## config.mk

```make
export PLATFORM = sky130hd
export DESIGN_NAME = ipp_top
export DESIGN_NICKNAME = d
export VERILOG_FILES = /design/src/rtl/ipp_pkg.sv /design/src/rtl/ipp_top.sv /design/src/rtl/ipp_stage.sv /design/src/rtl/ipp_holder.sv
export SDC_FILE = /design/constraint.sdc
export NUM_CORES = 1
export LEC_CHECK = 0
export ABC_AREA = 1
export BUFFER_PORTS_ARGS = -buffer_cell sky130_fd_sc_hd__buf_2
export CAP_MARGIN = 20
export CORE_ASPECT_RATIO = 0.7
export CORE_MARGIN = 2
export CORE_UTILIZATION = 35
export DETAILED_ROUTE_END_ITERATION = 8
export HOLD_SLACK_MARGIN = 0.08
export PLACE_DENSITY = 0.53
export REMOVE_ABC_BUFFERS = 1
export SYNTH_ARGS = -nofsm -noshare
export SYNTH_HDL_FRONTEND = slang
export SYNTH_SLANG_ARGS = --single-unit
```

## constraint.sdc

```tcl
create_clock -name i_clk_sys -period 2.8 [get_ports i_clk_sys]
set_input_delay 0.56 -clock i_clk_sys [delete_from_list [all_inputs] [get_ports i_clk_sys]]
set_output_delay 0.56 -clock i_clk_sys [all_outputs]
set_load 0.01 [all_outputs]
```

## src/rtl/ipp_pkg.sv

```systemverilog
// Purpose: Shared constants and carrier types for the instruction prefetch pipe.
// Assumes: One clock, asynchronous active-low reset.
// Notes: Function
// Function
// RULE1: Exactly three decode stages in the pipe.
// RULE2: Words enter B, then C, then D.
// RULE3: Word decoded only once in stage D.
// RULE4: Each stage holds an abnormal-termination flag.
// RULE5: Stages load only on sequencer prefetch request.
// RULE6: Stages 16 bits, holding register 32 bits.
// RULE7: Even prefetch loads long word, upper to B.
// RULE8: Next sequential prefetch served from holding register.
// RULE9: Holding register serves with cache on or off.
// RULE10: Request goes to holder, cache, bus together.
// RULE11: Holding hit aborts any started bus cycle.
// RULE12: Sequencer originates prefetches and validates stages.
// RULE13: Bus cycles only at sequencer direction.
// RULE14: Sequencer runs or stalls awaiting accesses.
// RULE15: Bus error suspends, handler, rerun, continue.
// RULE16: Fault flag travels, signalled only at D.
// RULE17: Flow change or reset invalidates everything.
package ipp_pkg;

  // Width of one pipe stage in bits.
  localparam int unsigned WORD_W = 16;
  // Width of the holding register in bits.
  localparam int unsigned LONG_W = 32;
  // Address width of the byte-granular fetch address.
  localparam int unsigned ADDR_W = 32;
  // Number of decode stages.
  localparam int unsigned STAGES = 3;
  // Bit position of the word-select bit within a byte address.
  localparam int unsigned WSEL_BIT = 1;
  // Reset value of every stage word.
  localparam logic [15:0] WORD_RST = 16'h0000;
  // Reset value of the holding register.
  localparam logic [31:0] LONG_RST = 32'h0000_0000;

  // One pipe stage: valid, fault flag and instruction word.
  typedef struct packed {
    logic valid;
    logic fault;
    logic [15:0] word;
  } ipp_stage_s;

  // A long word as returned by cache or bus, with its fault status.
  typedef struct packed {
    logic fault;
    logic [31:0] data;
  } ipp_long_s;

  // Fetch engine states.
  typedef enum logic [1:0] {
    ST_IDLE = 2'b00,
    ST_WAIT = 2'b01
  } ipp_state_e;

endpackage

```

## src/rtl/ipp_top.sv

```systemverilog
// Purpose: Three-stage instruction prefetch pipe fed from a long-word holding register, the cache or the bus.
// Assumes: Sequencer, cache and bus controller are logic on the same clock.
// Notes: One prefetch in flight; the sequencer stalls on o_pf_busy until it ends.
`timescale 1ns/1ps
module ipp_top (
  // Clock and reset.
  input wire logic i_clk_sys,
  input wire logic i_nrst,
  // Sequencer prefetch request and pipe control.
  input wire logic i_pf_req,
  input wire logic [31:0] i_pf_addr,
  input wire logic i_flow_change,
  input wire logic i_consume,
  output logic o_pf_busy,
  output logic o_pf_done,
  // Decode outputs from stage D, plus the words and valids of stages C and B.
  output logic o_dec_valid,
  output logic [15:0] o_dec_word,
  output logic o_dec_fault,
  output logic [15:0] o_word_c,
  output logic o_valid_c,
  output logic [15:0] o_word_b,
  output logic o_valid_b,
  // Instruction cache lookup.
  output logic o_ic_req,
  output logic [31:0] o_ic_addr,
  input wire logic i_ic_hit,
  input wire logic [31:0] i_ic_data,
  // Bus controller.
  output logic o_bc_req,
  output logic [31:0] o_bc_addr,
  output logic o_bc_abort,
  input wire logic i_bc_done,
  input wire logic i_bc_err,
  input wire logic [31:0] i_bc_data
);

  ipp_pkg::ipp_state_e st_reg; // Fetch engine state.
  ipp_pkg::ipp_state_e st_next;
  logic [31:0] addr_reg; // Address of the fetch in flight.
  logic [31:0] addr_next;
  logic hold_hit; // Holding register hit for the current request.
  logic [15:0] hold_word; // Word selected from the holding register.
  logic hold_fault; // Fault status of the held long word.
  logic fill; // Long word arrives this cycle.
  logic [31:0] fill_addr; // Address for that long word.
  ipp_pkg::ipp_long_s fill_d; // The arriving long word.
  logic word_ok; // A word is ready to enter stage B.
  ipp_pkg::ipp_stage_s in_word; // Word offered to stage B.
  ipp_pkg::ipp_stage_s st_q [ipp_pkg::STAGES]; // Stage contents B, C, D.
  ipp_pkg::ipp_stage_s st_d [ipp_pkg::STAGES]; // Stage inputs.
  logic [ipp_pkg::STAGES-1:0] st_ld; // Stage loads.
  logic adv; // Pipe shifts one place.
  logic new_req; // A fresh request is taken.

  // Requests are taken only while idle; flow change kills everything.
  assign new_req = i_pf_req && (st_reg == ipp_pkg::ST_IDLE) && !i_flow_change; // RULE12

  // The request is offered to holder, cache and bus in the same cycle.
  assign o_ic_req = new_req; // RULE10
  assign o_ic_addr = i_pf_addr;

  ipp_holder u_holder (
    .i_clk_sys(i_clk_sys),
    .i_nrst(i_nrst),
    .i_addr(i_pf_addr),
    .i_req(new_req),
    .o_hit(hold_hit),
    .o_word(hold_word),
    .o_fault(hold_fault),
    .i_fill(fill),
    .i_fill_addr(fill_addr),
    .i_fill_d(fill_d),
    .i_inval(i_flow_change)
  );

  // The bus sees the request in the same cycle; a holder hit aborts it at once.
  assign o_bc_req = new_req; // RULE10 RULE13
  assign o_bc_addr = i_pf_addr;
  // A bus cycle that started for a holder hit is cancelled in that cycle.
  assign o_bc_abort = new_req && hold_hit; // RULE11

  // Fetch engine next-state logic.
  always_comb begin
    st_next = st_reg;
    addr_next = addr_reg;
    fill = 1'b0;
    fill_addr = addr_reg;
    fill_d = '{fault: 1'b0, data: i_bc_data};
    word_ok = 1'b0;
    in_word = '{valid: 1'b1, fault: 1'b0, word: ipp_pkg::WORD_RST};
    unique case (st_reg)
      ipp_pkg::ST_IDLE: begin
        if (new_req) begin
          addr_next = i_pf_addr;
          if (hold_hit) begin
            // Sequential word from the holder; no cache or bus access needed.
            word_ok = 1'b1; // RULE8 RULE9
            in_word.word = hold_word;
            in_word.fault = hold_fault; // RULE4
          end else if (i_ic_hit) begin
            // Whole long word from the cache; addressed word to stage B.
            fill = 1'b1; // RULE7
            fill_addr = i_pf_addr;
            fill_d = '{fault: 1'b0, data: i_ic_data};
            word_ok = 1'b1;
            in_word.word = i_pf_addr[ipp_pkg::WSEL_BIT] ? i_ic_data[15:0] : i_ic_data[31:16];
          end else begin
            // Miss: the sequencer stalls until the bus cycle ends.
            st_next = ipp_pkg::ST_WAIT; // RULE14
          end
        end
      end
      ipp_pkg::ST_WAIT: begin
        if (i_flow_change) begin
          st_next = ipp_pkg::ST_IDLE; // RULE17
        end else if (i_bc_done || i_bc_err) begin
          // Faulted data is kept but flagged; the fault is raised only at decode.
          fill = 1'b1; // RULE7 RULE15
          fill_d = '{fault: i_bc_err, data: i_bc_data};
          word_ok = 1'b1;
          in_word.fault = i_bc_err; // RULE4
          in_word.word = addr_reg[ipp_pkg::WSEL_BIT] ? i_bc_data[15:0] : i_bc_data[31:16];
          st_next = ipp_pkg::ST_IDLE;
        end
      end
      default: begin
        st_next = ipp_pkg::ST_IDLE;
      end
    endcase
  end

  // Fetch engine registers.
  always_ff @(posedge i_clk_sys or negedge i_nrst) begin
    if (!i_nrst) begin
      st_reg <= ipp_pkg::ST_IDLE;
      addr_reg <= 32'h0000_0000;
    end else begin
      st_reg <= st_next;
      addr_reg <= addr_next;
    end
  end

  // The pipe shifts only when a prefetched word arrives, never on its own.
  assign adv = word_ok && !i_flow_change; // RULE5

  // Stage wiring: B takes the new word, C takes B, D takes C.
  always_comb begin
    st_d[0] = in_word; // RULE2
    st_d[1] = st_q[0];
    st_d[2] = st_q[1];
    st_ld = '0;
    if (adv) begin
      st_ld = '1; // RULE2
    end else if (i_consume && st_q[2].valid) begin
      // Decode took D; mark it empty so it is not decoded twice.
      st_d[2] = '{valid: 1'b0, fault: 1'b0, word: st_q[2].word};
      st_ld[2] = 1'b1;
    end
  end

  // Three 16-bit stages with valid and fault status.
  for (genvar g = 0; g < ipp_pkg::STAGES; g++) begin : g_stage
    ipp_stage u_stage (
      .i_clk_sys(i_clk_sys),
      .i_nrst(i_nrst),
      .i_load(st_ld[g]),
      .i_flush(i_flow_change), // RULE17
      .i_d(st_d[g]),
      .o_q(st_q[g])
    ); // RULE1 RULE6
  end

  // Handshake back to the sequencer.
  assign o_pf_busy = (st_reg == ipp_pkg::ST_WAIT); // RULE14
  assign o_pf_done = adv;

  // Only stage D presents a decoded word, and a fault only there.
  assign o_dec_valid = st_q[2].valid; // RULE3
  assign o_dec_word = st_q[2].word;
  assign o_dec_fault = st_q[2].valid && st_q[2].fault; // RULE16
  assign o_word_c = st_q[1].word;
  assign o_valid_c = st_q[1].valid;
  assign o_word_b = st_q[0].word;
  assign o_valid_b = st_q[0].valid;

endmodule

```

## src/rtl/ipp_stage.sv

```systemverilog
// Purpose: One instruction pipe stage with valid and fault status.
// Assumes: Load and flush come from the pipe controller on the same clock.
// Notes: Flush has priority over load so no stale word stays valid after a flow change.
`timescale 1ns/1ps
module ipp_stage (
  // Clock and reset.
  input wire logic i_clk_sys,
  input wire logic i_nrst,
  // Control.
  input wire logic i_load,
  input wire logic i_flush,
  // Incoming word.
  input wire ipp_pkg::ipp_stage_s i_d,
  // Held word.
  output ipp_pkg::ipp_stage_s o_q
);

  ipp_pkg::ipp_stage_s q_reg; // Registered stage content.
  ipp_pkg::ipp_stage_s q_next; // Next stage content.

  // Next value: flush clears valid and fault, load takes word with its flag.
  always_comb begin
    q_next = q_reg;
    if (i_flush) begin
      q_next.valid = 1'b0; // RULE17
      q_next.fault = 1'b0;
    end else if (i_load) begin
      q_next = i_d; // RULE16
    end
  end

  // Stage register.
  always_ff @(posedge i_clk_sys or negedge i_nrst) begin
    if (!i_nrst) begin
      q_reg <= '{valid: 1'b0, fault: 1'b0, word: ipp_pkg::WORD_RST}; // RULE17
    end else begin
      q_reg <= q_next;
    end
  end

  assign o_q = q_reg;

endmodule

```

## src/rtl/ipp_holder.sv

```systemverilog
// Purpose: 32-bit holding register with tag for the prefetch front end.
// Assumes: Address is a byte address; bit 1 selects the word in a long word.
// Notes: A hit is combinational so the fetch engine can abort in the request cycle.
`timescale 1ns/1ps
module ipp_holder (
  // Clock and reset.
  input wire logic i_clk_sys,
  input wire logic i_nrst,
  // Lookup.
  input wire logic [31:0] i_addr,
  input wire logic i_req,
  output logic o_hit,
  output logic [15:0] o_word,
  output logic o_fault,
  // Fill and invalidate.
  input wire logic i_fill,
  input wire logic [31:0] i_fill_addr,
  input wire ipp_pkg::ipp_long_s i_fill_d,
  input wire logic i_inval
);

  logic valid_reg; // Holds a valid long word.
  logic valid_next;
  logic [29:0] tag_reg; // Long-word address of the held data.
  logic [29:0] tag_next;
  ipp_pkg::ipp_long_s data_reg; // Held long word and its fault status.
  ipp_pkg::ipp_long_s data_next;

  // Hit whether or not the cache is enabled; the holder does not look at it.
  assign o_hit = i_req && valid_reg && (tag_reg == i_addr[31:2]); // RULE9
  // Upper word for even addresses, lower word for odd ones.
  assign o_word = i_addr[ipp_pkg::WSEL_BIT] ? data_reg.data[15:0] : data_reg.data[31:16];
  assign o_fault = data_reg.fault;

  // Next state: invalidate wins over fill.
  always_comb begin
    valid_next = valid_reg;
    tag_next = tag_reg;
    data_next = data_reg;
    if (i_inval) begin
      valid_next = 1'b0; // RULE17
    end else if (i_fill) begin
      valid_next = 1'b1;
      tag_next = i_fill_addr[31:2];
      data_next = i_fill_d; // RULE6
    end
  end

  // Holder registers.
  always_ff @(posedge i_clk_sys or negedge i_nrst) begin
    if (!i_nrst) begin
      valid_reg <= 1'b0;
      tag_reg <= 30'h0;
      data_reg <= '{fault: 1'b0, data: ipp_pkg::LONG_RST};
    end else begin
      valid_reg <= valid_next;
      tag_reg <= tag_next;
      data_reg <= data_next;
    end
  end

endmodule

```

; Word-level counts from Yosys, hierarchy flattened
; Cells that the tools add are included.
[word_totals]
inputBits = 104
latch_bits = 0
mem_bits_rw = 0
rom_bits = 0
mem_count = 0
word_cells = 90
output_inout_bits = 121
regBits = 152
[op_classes]
magnitude_cmp = 0
div = 0
n_eq_ne = 7
multipliers = 0
n_reduce_logical = 21
n_mux = 46
addsub = 0
bitwise_logic = 1
n_shift = 0
[ops]
columns = operator, count
row1 = $mux W32, 7
row2 = $mux W18, 5
row3 = $mux W16, 5
row4 = $pmux W33 S2, 1
row5 = $mux W17, 2
row6 = $pmux W17 S2, 1
row7 = $mux W33, 1
row8 = $eq A30 B30 Y1, 1
row9 = $mux W2, 9
row10 = $mux W1, 12
row11 = $logic_and A1 B1 Y1, 8
row12 = $ne A2 B2 Y1 const B, 4
row13 = $reduce_and A2 Y1, 4
row14 = $reduce_bool A2 Y1, 4
row15 = $pmux W1 S2, 2
row16 = $pmux W2 S2, 1
row17 = $reduce_and A4 Y1, 1
row18 = $ne A3 B2 Y1 const B, 1
row19 = $reduce_and A3 Y1, 1
row20 = $eq A2 B1 Y1 const B, 1
row21 = $logic_not A2 Y1, 1
row22 = $logic_not A1 Y1, 1
row23 = $logic_or A1 B1 Y1, 1
row24 = $not A1 Y1, 1

; Depth between registers and ports, before layout
; Gate-level depths: netlist of the first run.
[logic_depth]
ltp_word = 12
ltp_mapped = 17
mapped_depth_nobuf = 15

; Hierarchy
; From an unflattened synthesis of the first run, not the netlist that was laid out.
[hier_totals]
hier_cells = 1356
hier_area_um2 = 9351.5
[modules_own_cells]
columns = module, n_inst, seq_area_each_um2, cells_each, area_each_um2
row1 = ipp_top, 1, 825.8, 730, 3915.0
row2 = ipp_holder, 1, 1601.5, 386, 3259.4
row3 = ipp_stage, 3, 450.4, 80, 725.7

; Worst setup path after synthesis of the first run
; No wires, ideal clock.
[synth_path]
path_type = in2out
from = in i_pf_req
to = out o_pf_done
cell_stages = 12
arrival_ps = 1789
path_slack_ps = 451
path_buffers = 2
required_time_ps = 2240
path_cell_list = nand2_2 > nor2_8 > nand2_1 > nor2_1 > nand2_1 > nor2_2 > nand2_2 > nand2_1 > nand2_1 > nand2_2 > buf_4 > buf_6
[synth_via]
elab_chain_len = 8
[synth_lines]
columns = item, line
row1 = "start, declared", ipp_top.sv:10  ; input wire logic i_pf_req,
row2 = $logic_and A1 B1 Y1 (*) (2 in a row), ipp_top.sv:57  ; assign new_req = i_pf_req && (st_reg == ipp_pkg::ST_IDLE) && !i_flow_change;
row3 = $logic_and A1 B1 Y1 (2 in a row), ipp_holder.sv:30  ; assign o_hit = i_req && valid_reg && (tag_reg == i_addr[31:2]);
row4 = $mux W1, ipp_top.sv:96  ; if (hold_hit) begin
row5 = $mux W1 (*), ipp_top.sv:94  ; if (new_req) begin
row6 = $pmux W1 S2 (*), ipp_top.sv:92  ; unique case (st_reg)
row7 = $logic_and A1 B1 Y1 (*), ipp_top.sv:145  ; assign adv = word_ok && !i_flow_change;
row8 = "end, declared", ipp_top.sv:15  ; output logic o_pf_done,
; Mark *: on every way between the ends. The rest lies on a longest branch, timed or not.

; Worst setup path after layout of the first run
[layout_path]
from = reg st_reg[0]
to = out o_bc_abort
[layout_via]
elab_chain_len = 6
[layout_lines]
columns = item, line
row1 = "start, declared", ipp_top.sv:38  ; ipp_pkg::ipp_state_e st_reg;
row2 = "start signal, assigned", ipp_top.sv:136  ; st_reg <= ipp_pkg::ST_IDLE;
row3 = "start signal, assigned", ipp_top.sv:139  ; st_reg <= st_next;
row4 = $logic_not A2 Y1 (*), ipp_top.sv:57
row5 = $logic_and A1 B1 Y1 (*) (2 in a row), ipp_top.sv:57
row6 = $logic_and A1 B1 Y1 (2 in a row), ipp_holder.sv:30
row7 = $logic_and A1 B1 Y1 (*), ipp_top.sv:81  ; assign o_bc_abort = new_req && hold_hit;
row8 = "end, declared", ipp_top.sv:32  ; output logic o_bc_abort,
; Marks and branches as above.

==> results of run 1 <==
-- through the flow --
step | power, mW | setup TNS (ns) | worst slack, ns
final | 6.712 | 0 | 0.1669
after global routing | 7.178 | 0 | 0.01017
after CTS | 6.781 | 0 | 0.01433
after detailed placement | 4.335 | 0 | 0.04405
after global placement | 4.316 | 0 | 0.03688
after floorplan | 3.659 | -51.42 | -0.6840
-- logic make-up after synthesis --
family	Yosys count	synth area share, %
AOI/OAI and AO/OA	227	12.73
xor gates and xnor gates	6	0.5837
buffers and inverters	328	19.92
DFF	150	41.70
muxes	7	0.7783
and+or+nand+nor	552	24.29
-- repair_timing --
item	4_1_cts	5_1_grt
cloned	0	0
gates resized for setup	2	8
buffers inserted	1	1
hold buffers	0	0
pin swaps	2	2
endpoints found under the setup margin	1	2
-- worst paths after layout --
kind | startpoint | endpoint | slack, ns
hold / removal | i_nrst | g_stage[2].u_stage.o_q[9]$_DFFE_PN0P_ | 0.11
hold reg to reg | g_stage[2].u_stage.o_q[12]$_DFFE_PN0P_ | g_stage[2].u_stage.o_q[12]$_DFFE_PN0P_ | 0.47
min in group i_clk_sys | i_pf_addr[11] | addr_reg[11]$_DFFE_PN0P_ | 0.43
setup / recovery | st_reg[0]$_DFFE_PN0P_ | o_bc_abort | 0.17
setup reg to reg | u_holder.tag_reg[7]$_DFFE_PN0P_ | u_holder.tag_reg[5]$_DFFE_PN0P_ | 0.49
max in group asynchronous | i_nrst | addr_reg[4]$_DFFE_PN0P_ | 1.99
-- cell usage after synthesis --
cell type    n  share of area, %
nand3_4      1              0.19
o21ai_0    165               9.2
buf_1        6              0.25
inv_2        2             0.083
buf_2        4              0.22
buf_6       13               1.6
clkinv_1     1             0.042
dfrtp_1    150                42
inv_1      151               6.3
mux2i_1      7              0.78
a211oi_1     4              0.33
nor2_2       1             0.070
nand3_1     14              0.78
buf_4      121                10
o21ai_1     39               2.2
nor2_8       1              0.22
nor2_1      35               1.5
clkbuf_1    26               1.1
a21oi_1     19               1.1
nand2_2      4              0.28
nor3_1       2              0.11
xnor2_1      6              0.58
clkbuf_2     3              0.17
nand2_1    473                20
nand4_1     21               1.5
clkinv_2     1             0.056
-- metal layers --
layer / track usage, % / up-vias / routed length, um
li1: - / 3997 / -
met1: 28.98 / 3511 / 13050
met2: 25.23 / 216 / 9464
met3: 4.099 / 14 / 1551
met4: 4.067 / 0 / 182
met5: 0 / - / 0
-- area by class of cell --
| cell class | instances | area (um2) |
|---|---|---|
| Inverter | 155 | 583.1 |
| Antenna cell | 1 | 2.502 |
| Sequential cell | 150 | 3755 |
| Fill cell | 2718 | 15250 |
| Tap cell | 331 | 414.1 |
| Clock inverter | 13 | 171.4 |
| Timing Repair Buffer | 247 | 1409 |
| Multi-Input combinational cell | 792 | 3486 |
| Clock buffer | 19 | 432.9 |
-- power by group --
part           switching (mW)  internal [mW]
Combinational           0.910          0.584
Sequential              0.256           2.56
Clock                   0.981           1.42
Total                    2.15           4.56
-- worst reg2reg max path, delay by kind of cell, from the launching register on --
kind,cells,cell delay [ns]
and+or+nand+nor,9,0.99
buffers and inverters,5,0.61
DFF,1,0.38
AOI/OAI and AO/OA,1,0.19
==> insert_results.sql, run 1 <==
INSERT INTO impl_metrics (metric_group, metric, value, unit) VALUES
('run_status', 'run_status', 'finished clean', ''),
('critical_path', 'critical_path.most_common_cell', 'nor2_1', ''),
('global_routing', 'grt_max_degree', '66', ''),
('critical_path', 'slowest_delay', '0.45', 'ns'),
('clock_tree', 'clk-insertion-delay-late', '0.44', 'ns'),
('global_routing', 'gr-total-overflow', '0', ''),
('clock_tree', 'cts_sinks', '150', ''),
('synthesis', 'yosysUniqueCellTypes', '26', ''),
('power', 'leakagePower', '5.763', 'nW'),
('clock_tree', 'cts_tree', 'yes', ''),
('final_layout', 'finish.utilization', '40.20', '%'),
('clock_tree', 'cts_buffers', '17', ''),
('synthesis', 'yosysSeqAreaShare', '41.70', '%'),
('run', 'maxCapViolCount', '0', ''),
('floorplanning', 'die_height', '138.2', 'um'),
('synthesis', 'synthesis.yosys.warnings', '0', ''),
('final_layout', 'fraction_of_layout_cells_with_a_size_suffix_above_1', '21.51', '%'),
('power', 'ir_drop', '0.3914', 'mV'),
('timing', 'relative_max_transition_margin', '55.27', '%'),
('place', 'gpl.final_weighted_congestion', '0.7908', ''),
('critical_path', 'critical_path.top_delay_family', 'simple AND/OR/NAND/NOR gates', ''),
('clock_tree', 'cts-htree-levels', '4', ''),
('final_layout', 'layout.cells.most_common', 'nand2_1', ''),
('critical_path', 'worst_ep_arrival_time', '2.07', 'ns'),
('floorplanning', 'floorplan.core_area', '25500', 'um2'),
('place', 'place_hpwl', '17040', 'um'),
('floorplanning', 'die_area', '27040', 'um2'),
('synthesis', 'average_size_of_a_mapped_cell', '7.088', 'um2'),
('detailed_routing', 'drt-total-wl', '24250', 'um'),
('timing', 'fin_crit', '2.633', 'ns'),
('critical_path', 'critPathKind', 'reg2out', ''),
('critical_path', 'worstSetupPathDepth', '8', ''),
('critical_path', 'cp.buffers_inverters', '2', ''),
('detailed_routing', 'vias_after_detailed_routing', '7738', ''),
('synthesis', 'flip_flop_and_latch_count_after_synthesis', '150', ''),
('detailed_routing', 'viasPerCell', '4.530', ''),
('critical_path', 'worst_setup_path_end_kind', 'output pin', ''),
('timing', 'fin_crit_sh', '94.04', '%'),
('detailed_routing', 'post-route-drc-count', '0', ''),
('floorplanning', 'chipWidth', '195.7', 'um'),
('critical_path', 'worstPathRequired', '2.24', 'ns'),
('clock_tree', 'clock_tree.root_cell', 'clkbuf_16', ''),
('final_layout', 'finish.instance_area', '10250', 'um2'),
('timing', 'hold_ws', '0.1056', 'ns'),
('final_layout', 'post_layout_instance_count_excluding_filler_cells', '1708', ''),
('clock_tree', 'clk_pin_slew_worst_paths', '0.06', 'ns'),
('place', 'dpl.cell_count', '1672', ''),
('critical_path', 'crit_chain', 'inv_2 > nand3_2 > nor2_1 > nand2_1 > nor2_1 > nand3_1 > nor2_1 > buf_2', ''),
('clock_tree', 'clockBufferDepth', '2', ''),
('final_layout', 'number_of_flip_flops_in_the_largest_register', '54', ''),
('timing', 'final-hold-violation-count', '0', ''),
('critical_path', 'cpMaxStageDelayCell', 'dfrtp_2', ''),
('synthesis', 'synthesized_instance_count', '1270', ''),
('global_routing', 'number_of_antenna_violations_at_the_first_check_in_global_routing', '1', ''),
('global_routing', 'grt_pass1_vias', '7144', ''),
('timing', 'setup_viol_count_final', '0', ''),
('global_routing', 'global_router_s_overall_resource_usage', '18.37', '%'),
('detailed_routing', 'detailedRoute.firstIterationViolations', '521', ''),
('floorplanning', 'floorplan.io_pins', '225', ''),
('place', 'io_buffer_count', '221', ''),
('timing', 'max_slew.worst_pin.slew', '0.6710', 'ns'),
('floorplanning', 'fp-row-count', '49', ''),
('final_layout', 'commonest_cells_after_routing_fill_and_taps_aside', '470 x nand2_1, 219 x buf_2, 165 x o21ai_0, 150 x inv_1, 149 x dfrtp_1', ''),
('global_routing', 'grt_first_pass_wirelength', '39050', 'um'),
('power', 'power.density_cell_area', '654.6', 'nW/um2'),
('critical_path', 'reg2reg_depth', '15', ''),
('timing', 'report.final.slew_viol_count', '0', ''),
('floorplanning', 'floorplan.initialDensity', '35.30', '%'),
('synthesis', 'synth_cell_area', '9002', 'um2'),
('final_layout', 'area_delta_synth_final', '13.90', '%'),
('critical_path', 'critical_path.startpoint_type', 'flop', ''),
('timing', 'timing.clock.skew', '0.01637', 'ns'),
('critical_path', 'critPathMaxFanout', '5', ''),
('final_layout', 'nNetsFinal', '1467', ''),
('detailed_routing', 'route.antenna.remaining_nets', '0', ''),
('min_path', 'hold_path_class', 'in2async', ''),
('timing', 'fmaxAchievable', '379.8', 'MHz'),
('place', 'placement.cell_area', '9584', 'um2'),
('detailed_routing', 'routedWlPerCell', '14.20', 'um'),
('detailed_routing', 'drt_pass1_iterations', '5', ''),
('timing', 'grt_setup_unrepaired', 'false', '');
(Power assumes the default switching activity.)
==> run 2, diff against run 1 <==
clock period = 2.6 ns   (was 2.8 ns; I/O delays follow)
==> run 2 against run 1 <==
First-iteration DRC count shrank 24%; die area unchanged; critical path type unchanged; clock skew rose by 0.0029 ns; register-to-register slack got worse by 0.12 ns; sequential share of layout area down 0.78 points; critical path depth rose by 2.
==> insert_results.sql, run 2 (synthesis gave the netlist of run 1 again) <==
INSERT INTO impl_metrics (metric_group, metric, value, unit) VALUES
('critical_path', 'worstPathRequired', '2.08', 'ns'),
('detailed_routing', 'drt-total-wl', '24620', 'um'),
('clock_tree', 'clk_pin_slew_worst_paths', '0.07', 'ns'),
('detailed_routing', 'routedWlPerCell', '14.30', 'um'),
('global_routing', 'gr-total-overflow', '0', ''),
('floorplanning', 'floorplan.io_pins', '225', ''),
('critical_path', 'worst-r2r-setup-slack', '0.37', 'ns'),
('timing', 'max_slew.worst_pin.slew', '0.8128', 'ns'),
('global_routing', 'grt_max_degree', '77', ''),
('clock_tree', 'cts_tree', 'yes', ''),
('run', 'maxCapViolCount', '0', ''),
('global_routing', 'grt_first_pass_wirelength', '39700', 'um'),
('detailed_routing', 'route.antenna.remaining_nets', '0', ''),
('detailed_routing', 'drt_pass1_iterations', '5', ''),
('timing', 'fmaxAchievable', '407.7', 'MHz'),
('final_layout', 'nNetsFinal', '1483', ''),
('critical_path', 'crit_path_end', 'o_pf_done', ''),
('detailed_routing', 'vias_after_detailed_routing', '7787', ''),
('critical_path', 'reg2reg_to', 'u_holder.data_reg[5]$_DFFE_PN0P_', ''),
('timing', 'report.final.slew_viol_count', '0', ''),
('final_layout', 'area_delta_synth_final', '16.37', '%'),
('timing', 'hold_ws', '0.3947', 'ns'),
('place', 'placement.cell_area', '9694', 'um2'),
('timing', 'fin_crit_sh', '94.34', '%'),
('power', 'share_comb_of_total_power', '22.1', '%'),
('floorplanning', 'die_area', '27040', 'um2'),
('power', 'power_frac_clock', '37.4', '%'),
('timing', 'timing.clock.skew', '0.01925', 'ns'),
('critical_path', 'critical_path.startpoint_type', 'flop', ''),
('timing', 'relative_max_transition_margin', '45.81', '%'),
('timing', 'grt_setup_unrepaired', 'true', ''),
('detailed_routing', 'viasPerCell', '4.522', ''),
('clock_tree', 'cts_sinks', '150', ''),
('power', 'power.density_cell_area', '718.2', 'nW/um2'),
('global_routing', 'global_router_s_overall_resource_usage', '18.73', '%'),
('final_layout', 'commonest_cells_after_routing_fill_and_taps_aside', '465 x nand2_1, 219 x buf_2, 165 x o21ai_0, 151 x inv_1, 149 x dfrtp_1', ''),
('timing', 'final-hold-violation-count', '0', ''),
('clock_tree', 'clk-insertion-delay-late', '0.43', 'ns'),
('critical_path', 'worst_setup_path_end_kind', 'output pin', ''),
('final_layout', 'layout.cells.most_common', 'nand2_1', ''),
('detailed_routing', 'post-route-drc-count', '0', ''),
('clock_tree', 'cts_buffers', '17', ''),
('power', 'power.net_switching', '2.301', 'mW'),
('critical_path', 'worst_ep_arrival_time', '1.93', 'ns'),
('place', 'io_buffer_count', '221', ''),
('global_routing', 'grt_pass1_vias', '7270', ''),
('place', 'place_hpwl', '17440', 'um'),
('floorplanning', 'fp-row-count', '49', ''),
('power', 'leakagePower', '5.886', 'nW'),
('power', 'power.internal', '5.223', 'mW'),
('clock_tree', 'cts-htree-levels', '4', ''),
('floorplanning', 'floorplan.core_area', '25500', 'um2'),
('detailed_routing', 'detailedRoute.firstIterationViolations', '395', ''),
('critical_path', 'reg2reg_from', 'u_holder.tag_reg[16]$_DFFE_PN0P_', ''),
('power', 'switching_power_as_a_share_of_total_power', '30.58', '%'),
('floorplanning', 'chipWidth', '195.7', 'um'),
('clock_tree', 'clockBufferDepth', '2', ''),
('critical_path', 'crit_start', 'u_holder.tag_reg[16]$_DFFE_PN0P_', ''),
('final_layout', 'fill_cells', '2710', ''),
('final_layout', 'number_of_flip_flops_in_the_largest_register', '54', ''),
('critical_path', 'critPathMaxFanout', '4', ''),
('timing', 'fin_crit', '2.453', 'ns'),
('clock_tree', 'clock_tree.root_cell', 'clkbuf_16', ''),
('floorplanning', 'floorplan.initialDensity', '35.30', '%'),
('final_layout', 'finish.instance_area', '10480', 'um2'),
('run_status', 'run_status', 'finished clean', ''),
('global_routing', 'number_of_antenna_violations_at_the_first_check_in_global_routing', '1', ''),
('floorplanning', 'die_height', '138.2', 'um'),
('power', 'ir_drop', '0.4086', 'mV'),
('place', 'gpl.final_weighted_congestion', '0.7887', ''),
('power', 'p_seq_share', '40.5', '%'),
('critical_path', 'critPathKind', 'reg2out', ''),
('min_path', 'hold_path_class', 'in2reg', ''),
('critical_path', 'reg2reg_depth', '11', ''),
('timing', 'setup_viol_count_final', '0', ''),
('final_layout', 'fraction_of_layout_cells_with_a_size_suffix_above_1', '22.95', '%');
-- run 2: changes by cell type in the layout (fill, tap and decap cells not counted), moves of 3 or more --
cell,change
buf_4,+15
xnor2_2,+3
nand2_1,-5
nand2_2,+4
clkbuf_8,+4
clkinv_4,-3
xnor2_1,-3
inv_6,-4
-- run 2: power by group through the flow --
stage               Clock, mW  Sequential [mW]  Combinational, mW
floorplan                   0             3.09              0.850
global placement            0             3.07               1.60
detailed placement          0             3.08               1.62
CTS                      2.87             3.04               1.65
global route             2.97             3.11               1.91
finish                   2.82             3.05               1.66
-- run 2: routing by layer --
layer  track usage, %  vias to the layer above  routed length (um)
met3            4.074                        8                1333
met5                0                        -                   0
met4            3.429                        0                 129
met1            29.36                     3567               13300
met2            26.39                      178                9860
li1                 -                     4034                   -
-- run 2: worst min-delay path by stage --
stage                                           start                                endpoint  slack [ns]  cells past startpoint
6_report                                i_pf_addr[17]                addr_reg[17]$_DFFE_PN0P_        0.39                      3
5_1_grt                                 i_pf_addr[11]                addr_reg[11]$_DFFE_PN0P_        0.38                      3
4_1_cts                                 i_pf_addr[12]                addr_reg[12]$_DFFE_PN0P_        0.37                      3
3_5_place_dp   g_stage[0].u_stage.o_q[16]$_DFFE_PN0P_  g_stage[1].u_stage.o_q[16]$_DFFE_PN0P_        0.46                      2
3_3_place_gp   g_stage[2].u_stage.o_q[14]$_DFFE_PN0P_  g_stage[2].u_stage.o_q[14]$_DFFE_PN0P_        0.45                      2
2_1_floorplan                                  i_nrst                addr_reg[10]$_DFFE_PN0P_        0.22                      0
-- run 2: timing repair --
item	CTS	global route
gates resized for setup	6	14
pin swaps	3	9
setup endpoints to repair	1	2
hold buffers	1	0
setup buffers	4	1
hold endpoints to repair	40	0
-- run 2: critical path: stages (launching register included) --
cell and delay (ns):
dfrtp_1 0.43, xnor2_2 0.19, nand2_1 0.09, nor2_1 0.13, nand2_1 0.07, nor2_2 0.15, nand2_2 0.09, nand2_2 0.09
nand2_2 0.07, nand2_4 0.09, buf_6 0.10
-- run 2: area by class of cell --
class / count / area [um2] / share of cell area [%]
Antenna cell: 1 / 2.502 / 0.02389
Clock buffer: 22 / 484.2 / 4.622
Clock inverter: 8 / 170.2 / 1.624
Inverter: 155 / 583.1 / 5.566
Multi-Input combinational cell: 792 / 3531 / 33.70
Sequential cell: 150 / 3755 / 35.84
Tap cell: 331 / 414.1 / 3.953
Timing Repair Buffer: 263 / 1536 / 14.67
-- run 2: through the flow --
stage               power (mW)  TNS (ns)  instances  setup slack (ns)  util, %
global route             7.990  -0.03491       1721          -0.03491    41.07
finish                   7.524         0       1722            0.1471    41.08
detailed placement       4.702         0       1685           0.03096    38.01
global placement         4.676         0       1685           0.02380    38.01
CTS                      7.569         0       1720           0.02603    40.85
floorplan                3.940    -67.84       1097           -0.8440        -
==> run 3, diff against run 2 <==
BUFFER_PORTS_ARGS = unset   (was -buffer_cell sky130_fd_sc_hd__buf_2)
DONT_BUFFER_PORTS = 1   (was unset)
PLACE_DENSITY = 0.46   (was 0.53)
==> run 3 against run 2 <==
Largest power group unchanged; the flow now finishes with violations (negative hold slack); cell count shrank 13%; highest routed layer unchanged; worst setup slack got worse by 0.097 ns; sequential share of layout area increased by 5.1 points.
==> insert_results.sql, run 3 (synthesis gave the netlist of run 1 again) <==
INSERT INTO impl_metrics (metric_group, metric, value, unit) VALUES
('run_status', 'run_status', 'finished with violations', ''),
('run_status', 'failed_checks', 'negative hold slack', ''),
('timing', 'fmaxAchievable', '392.1', 'MHz'),
('power', 'power.net_switching', '2.108', 'mW'),
('global_routing', 'grt_first_pass_wirelength', '38940', 'um'),
('final_layout', 'commonest_cells_after_routing_fill_and_taps_aside', '468 x nand2_1, 165 x o21ai_0, 151 x inv_1, 149 x dfrtp_1, 39 x o21ai_1', ''),
('final_layout', 'finish.utilization', '35.97', '%'),
('global_routing', 'global_router_s_overall_resource_usage', '18.70', '%'),
('final_layout', 'nNetsFinal', '1253', ''),
('global_routing', 'grt_pass1_vias', '6533', ''),
('timing', 'hold_ws', '-0.2109', 'ns'),
('timing', 'final-hold-violation-count', '150', ''),
('detailed_routing', 'viasPerCell', '4.628', ''),
('place', 'gpl.final_weighted_congestion', '0.7646', ''),
('floorplanning', 'floorplan.initialDensity', '35.30', '%'),
('power', 'share_comb_of_total_power', '17.3', '%'),
('floorplanning', 'die_height', '138.2', 'um'),
('detailed_routing', 'detailedRoute.firstIterationViolations', '439', ''),
('clock_tree', 'cts_buffers', '17', ''),
('final_layout', 'multiInputGateArea', '3513', 'um2'),
('final_layout', 'fill_cells', '2736', ''),
('clock_tree', 'cts_sinks', '150', ''),
('floorplanning', 'floorplan.core_area', '25500', 'um2'),
('timing', 'timing.clock.skew', '0.01988', 'ns'),
('final_layout', 'layout.cells.most_common', 'nand2_1', ''),
('critical_path', 'critPathKind', 'reg2out', ''),
('place', 'place_hpwl', '15680', 'um'),
('critical_path', 'critical_path.startpoint_type', 'flop', ''),
('place', 'dpl.cell_count', '1448', ''),
('min_path', 'hold_path_class', 'in2async', ''),
('detailed_routing', 'vias_after_detailed_routing', '6910', ''),
('critical_path', 'critical_path.most_common_cell', 'nand2_2', ''),
('clock_tree', 'cts-htree-levels', '4', ''),
('timing', 'fin_crit', '2.550', 'ns'),
('floorplanning', 'floorplan.io_pins', '225', ''),
('power', 'switching_power_as_a_share_of_total_power', '31.20', '%'),
('critical_path', 'worst_ep_arrival_time', '2.03', 'ns'),
('clock_tree', 'clk-insertion-delay-late', '0.44', 'ns'),
('critical_path', 'cpMaxStageDelayCell', 'dfrtp_2', ''),
('detailed_routing', 'drt-total-wl', '23890', 'um'),
('final_layout', 'num_antenna_cells', '0', ''),
('final_layout', 'number_of_flip_flops_in_the_largest_register', '54', ''),
('clock_tree', 'clk_pin_slew_worst_paths', '0.06', 'ns'),
('power', 'power.internal', '4.649', 'mW'),
('critical_path', 'worstPathRequired', '2.08', 'ns'),
('floorplanning', 'die_area', '27040', 'um2'),
('timing', 'relative_max_transition_margin', '56.09', '%'),
('critical_path', 'cp.buffers_inverters', '2', ''),
('timing', 'setup_viol_count_final', '0', ''),
('timing', 'report.final.slew_viol_count', '0', ''),
('final_layout', 'post_layout_instance_count_excluding_filler_cells', '1493', ''),
('timing', 'grt_setup_unrepaired', 'true', ''),
('critical_path', 'critPathMaxFanout', '7', ''),
('run', 'maxCapViolCount', '0', ''),
('power', 'power.density_cell_area', '736.5', 'nW/um2'),
('place', 'io_buffer_count', '0', ''),
('critical_path', 'critical_path.top_delay_family', 'simple AND/OR/NAND/NOR gates', ''),
('critical_path', 'slowest_delay', '0.49', 'ns'),
('power', 'leakagePower', '4.839', 'nW'),
('global_routing', 'grt_max_degree', '151', ''),
('global_routing', 'number_of_antenna_violations_at_the_first_check_in_global_routing', '0', ''),
('detailed_routing', 'post-route-drc-count', '0', ''),
('final_layout', 'fraction_of_layout_cells_with_a_size_suffix_above_1', '7.573', '%'),
('final_layout', 'footprint_of_the_flip_flops_and_latches', '3755', 'um2'),
('detailed_routing', 'drt_pass1_iterations', '7', ''),
('detailed_routing', 'route.antenna.remaining_nets', '0', ''),
('timing', 'fin_crit_sh', '98.08', '%'),
('power', 'power_frac_clock', '36.5', '%'),
('critical_path', 'crit_chain', 'inv_4 > nand2_4 > nor2_8 > nand2_2 > nor2_2 > nand2_1 > nor2_2 > nand2_2 > nand2_2 > nand2_2 > nand2_2 > buf_12', ''),
('detailed_routing', 'routedWlPerCell', '16.00', 'um'),
('clock_tree', 'clockBufferDepth', '2', ''),
('floorplanning', 'chipWidth', '195.7', 'um'),
('critical_path', 'worst_setup_path_end_kind', 'output pin', ''),
('power', 'ir_drop', '0.4099', 'mV'),
('global_routing', 'gr-total-overflow', '0', ''),
('clock_tree', 'cts_tree', 'yes', ''),
('power', 'p_seq_share', '46.2', '%'),
('timing', 'max_slew.worst_pin.slew', '0.6586', 'ns'),
('final_layout', 'area_delta_synth_final', '1.904', '%'),
('floorplanning', 'fp-row-count', '49', ''),
('clock_tree', 'clock_tree.root_cell', 'clkbuf_16', '');
## run 3: changes by cell type in the layout (fill, tap and decap cells not counted), sizes merged
cell | before | now
bufinv | 5 | 1
bufbuf | 0 | 1
clkbuf | 22 | 23
diode | 1 | 0
buf | 262 | 32
dlygate4sd3 | 1 | 0
clkinvlp | 2 | 6
inv | 153 | 154
## run 3: timing repair
action	in CTS	in global routing
setup endpoints to repair	1	26
resized for setup	9	9
hold endpoints to repair	150	150
cloned	1	0
pin swaps	5	6
setup buffers	10	2
## run 3: metal layers
| layer | wire length (um) | global-route usage (%) | up-vias |
|---|---|---|---|
| met5 | 0 | 0 | - |
| met4 | 186 | 4.187 | 0 |
| met3 | 1763 | 5.367 | 12 |
| met1 | 12410 | 28.83 | 3159 |
| li1 | - | - | 3575 |
| met2 | 9526 | 25.55 | 164 |
## run 3: final timing paths
check                           slack [ns]                        startpoint                                     to  cells past startpoint
max in group asynchronous             2.46                            i_nrst                  st_reg[0]$_DFFE_PN0P_                      0
worst max-delay path                  0.05             st_reg[0]$_DFFE_PN0P_                              o_pf_done                     12
worst min-delay path                 -0.21                            i_nrst        u_holder.tag_reg[5]$_DFFE_PN0P_                      0
min in group i_clk_sys                0.19                     i_flow_change         u_holder.valid_reg$_DFFE_PN0P_                      1
worst min register to register        0.48          addr_reg[24]$_DFFE_PN0P_               addr_reg[24]$_DFFE_PN0P_                      2
worst max register to register        0.27  u_holder.tag_reg[19]$_DFFE_PN0P_  g_stage[0].u_stage.o_q[8]$_DFFE_PN0P_                     22
## run 3: cell type report
type / count / share of cell area (%)
Timing Repair Buffer: 33 / 3.519
Multi-Input combinational cell: 792 / 38.30
Tap cell: 331 / 4.514
Sequential cell: 150 / 40.93
Clock inverter: 9 / 1.009
Inverter: 155 / 6.410
Clock buffer: 23 / 5.319
## run 3: through the flow
step / total power [mW] / area (um2) / TNS (ns) / setup WS, ns
6_report: 6.757 / 9174 / 0 / 0.04983
5_1_grt: 7.246 / 9174 / -0.1112 / -0.1090
4_1_cts: 6.835 / 9139 / 0 / 0.003406
3_5_place_dp: 4.297 / 8412 / 0 / 0.1430
3_3_place_gp: 4.288 / 8412 / 0 / 0.2072
2_1_floorplan: 3.940 / 7792 / -67.84 / -0.8440
## run 3: worst reg2reg max path: stages, from the launching register on
cell and delay [ns]:
dfrtp_1 0.40, inv_1 0.07, nand2_2 0.07, nand2_1 0.08, inv_1 0.06, nand2_1 0.07
nor2_2 0.05, nand2_1 0.06, nor2_2 0.05, buf_4 0.12, buf_4 0.12, buf_4 0.12
buf_4 0.12, buf_4 0.12, buf_4 0.13, buf_4 0.12, buf_4 0.13, nand3_1 0.08
nand2_1 0.06, nand2_1 0.05, nand2_1 0.05, nand2_1 0.05, nand2_1 0.04
## run 3: power by group through the flow
stage               Sequential, mW  Clock [mW]  Combinational (mW)
global route                  3.18        2.66                1.40
CTS                           3.12        2.54                1.17
global placement              3.16           0                1.13
detailed placement            3.15           0                1.14
floorplan                     3.09           0               0.850
finish                        3.12        2.46                1.17
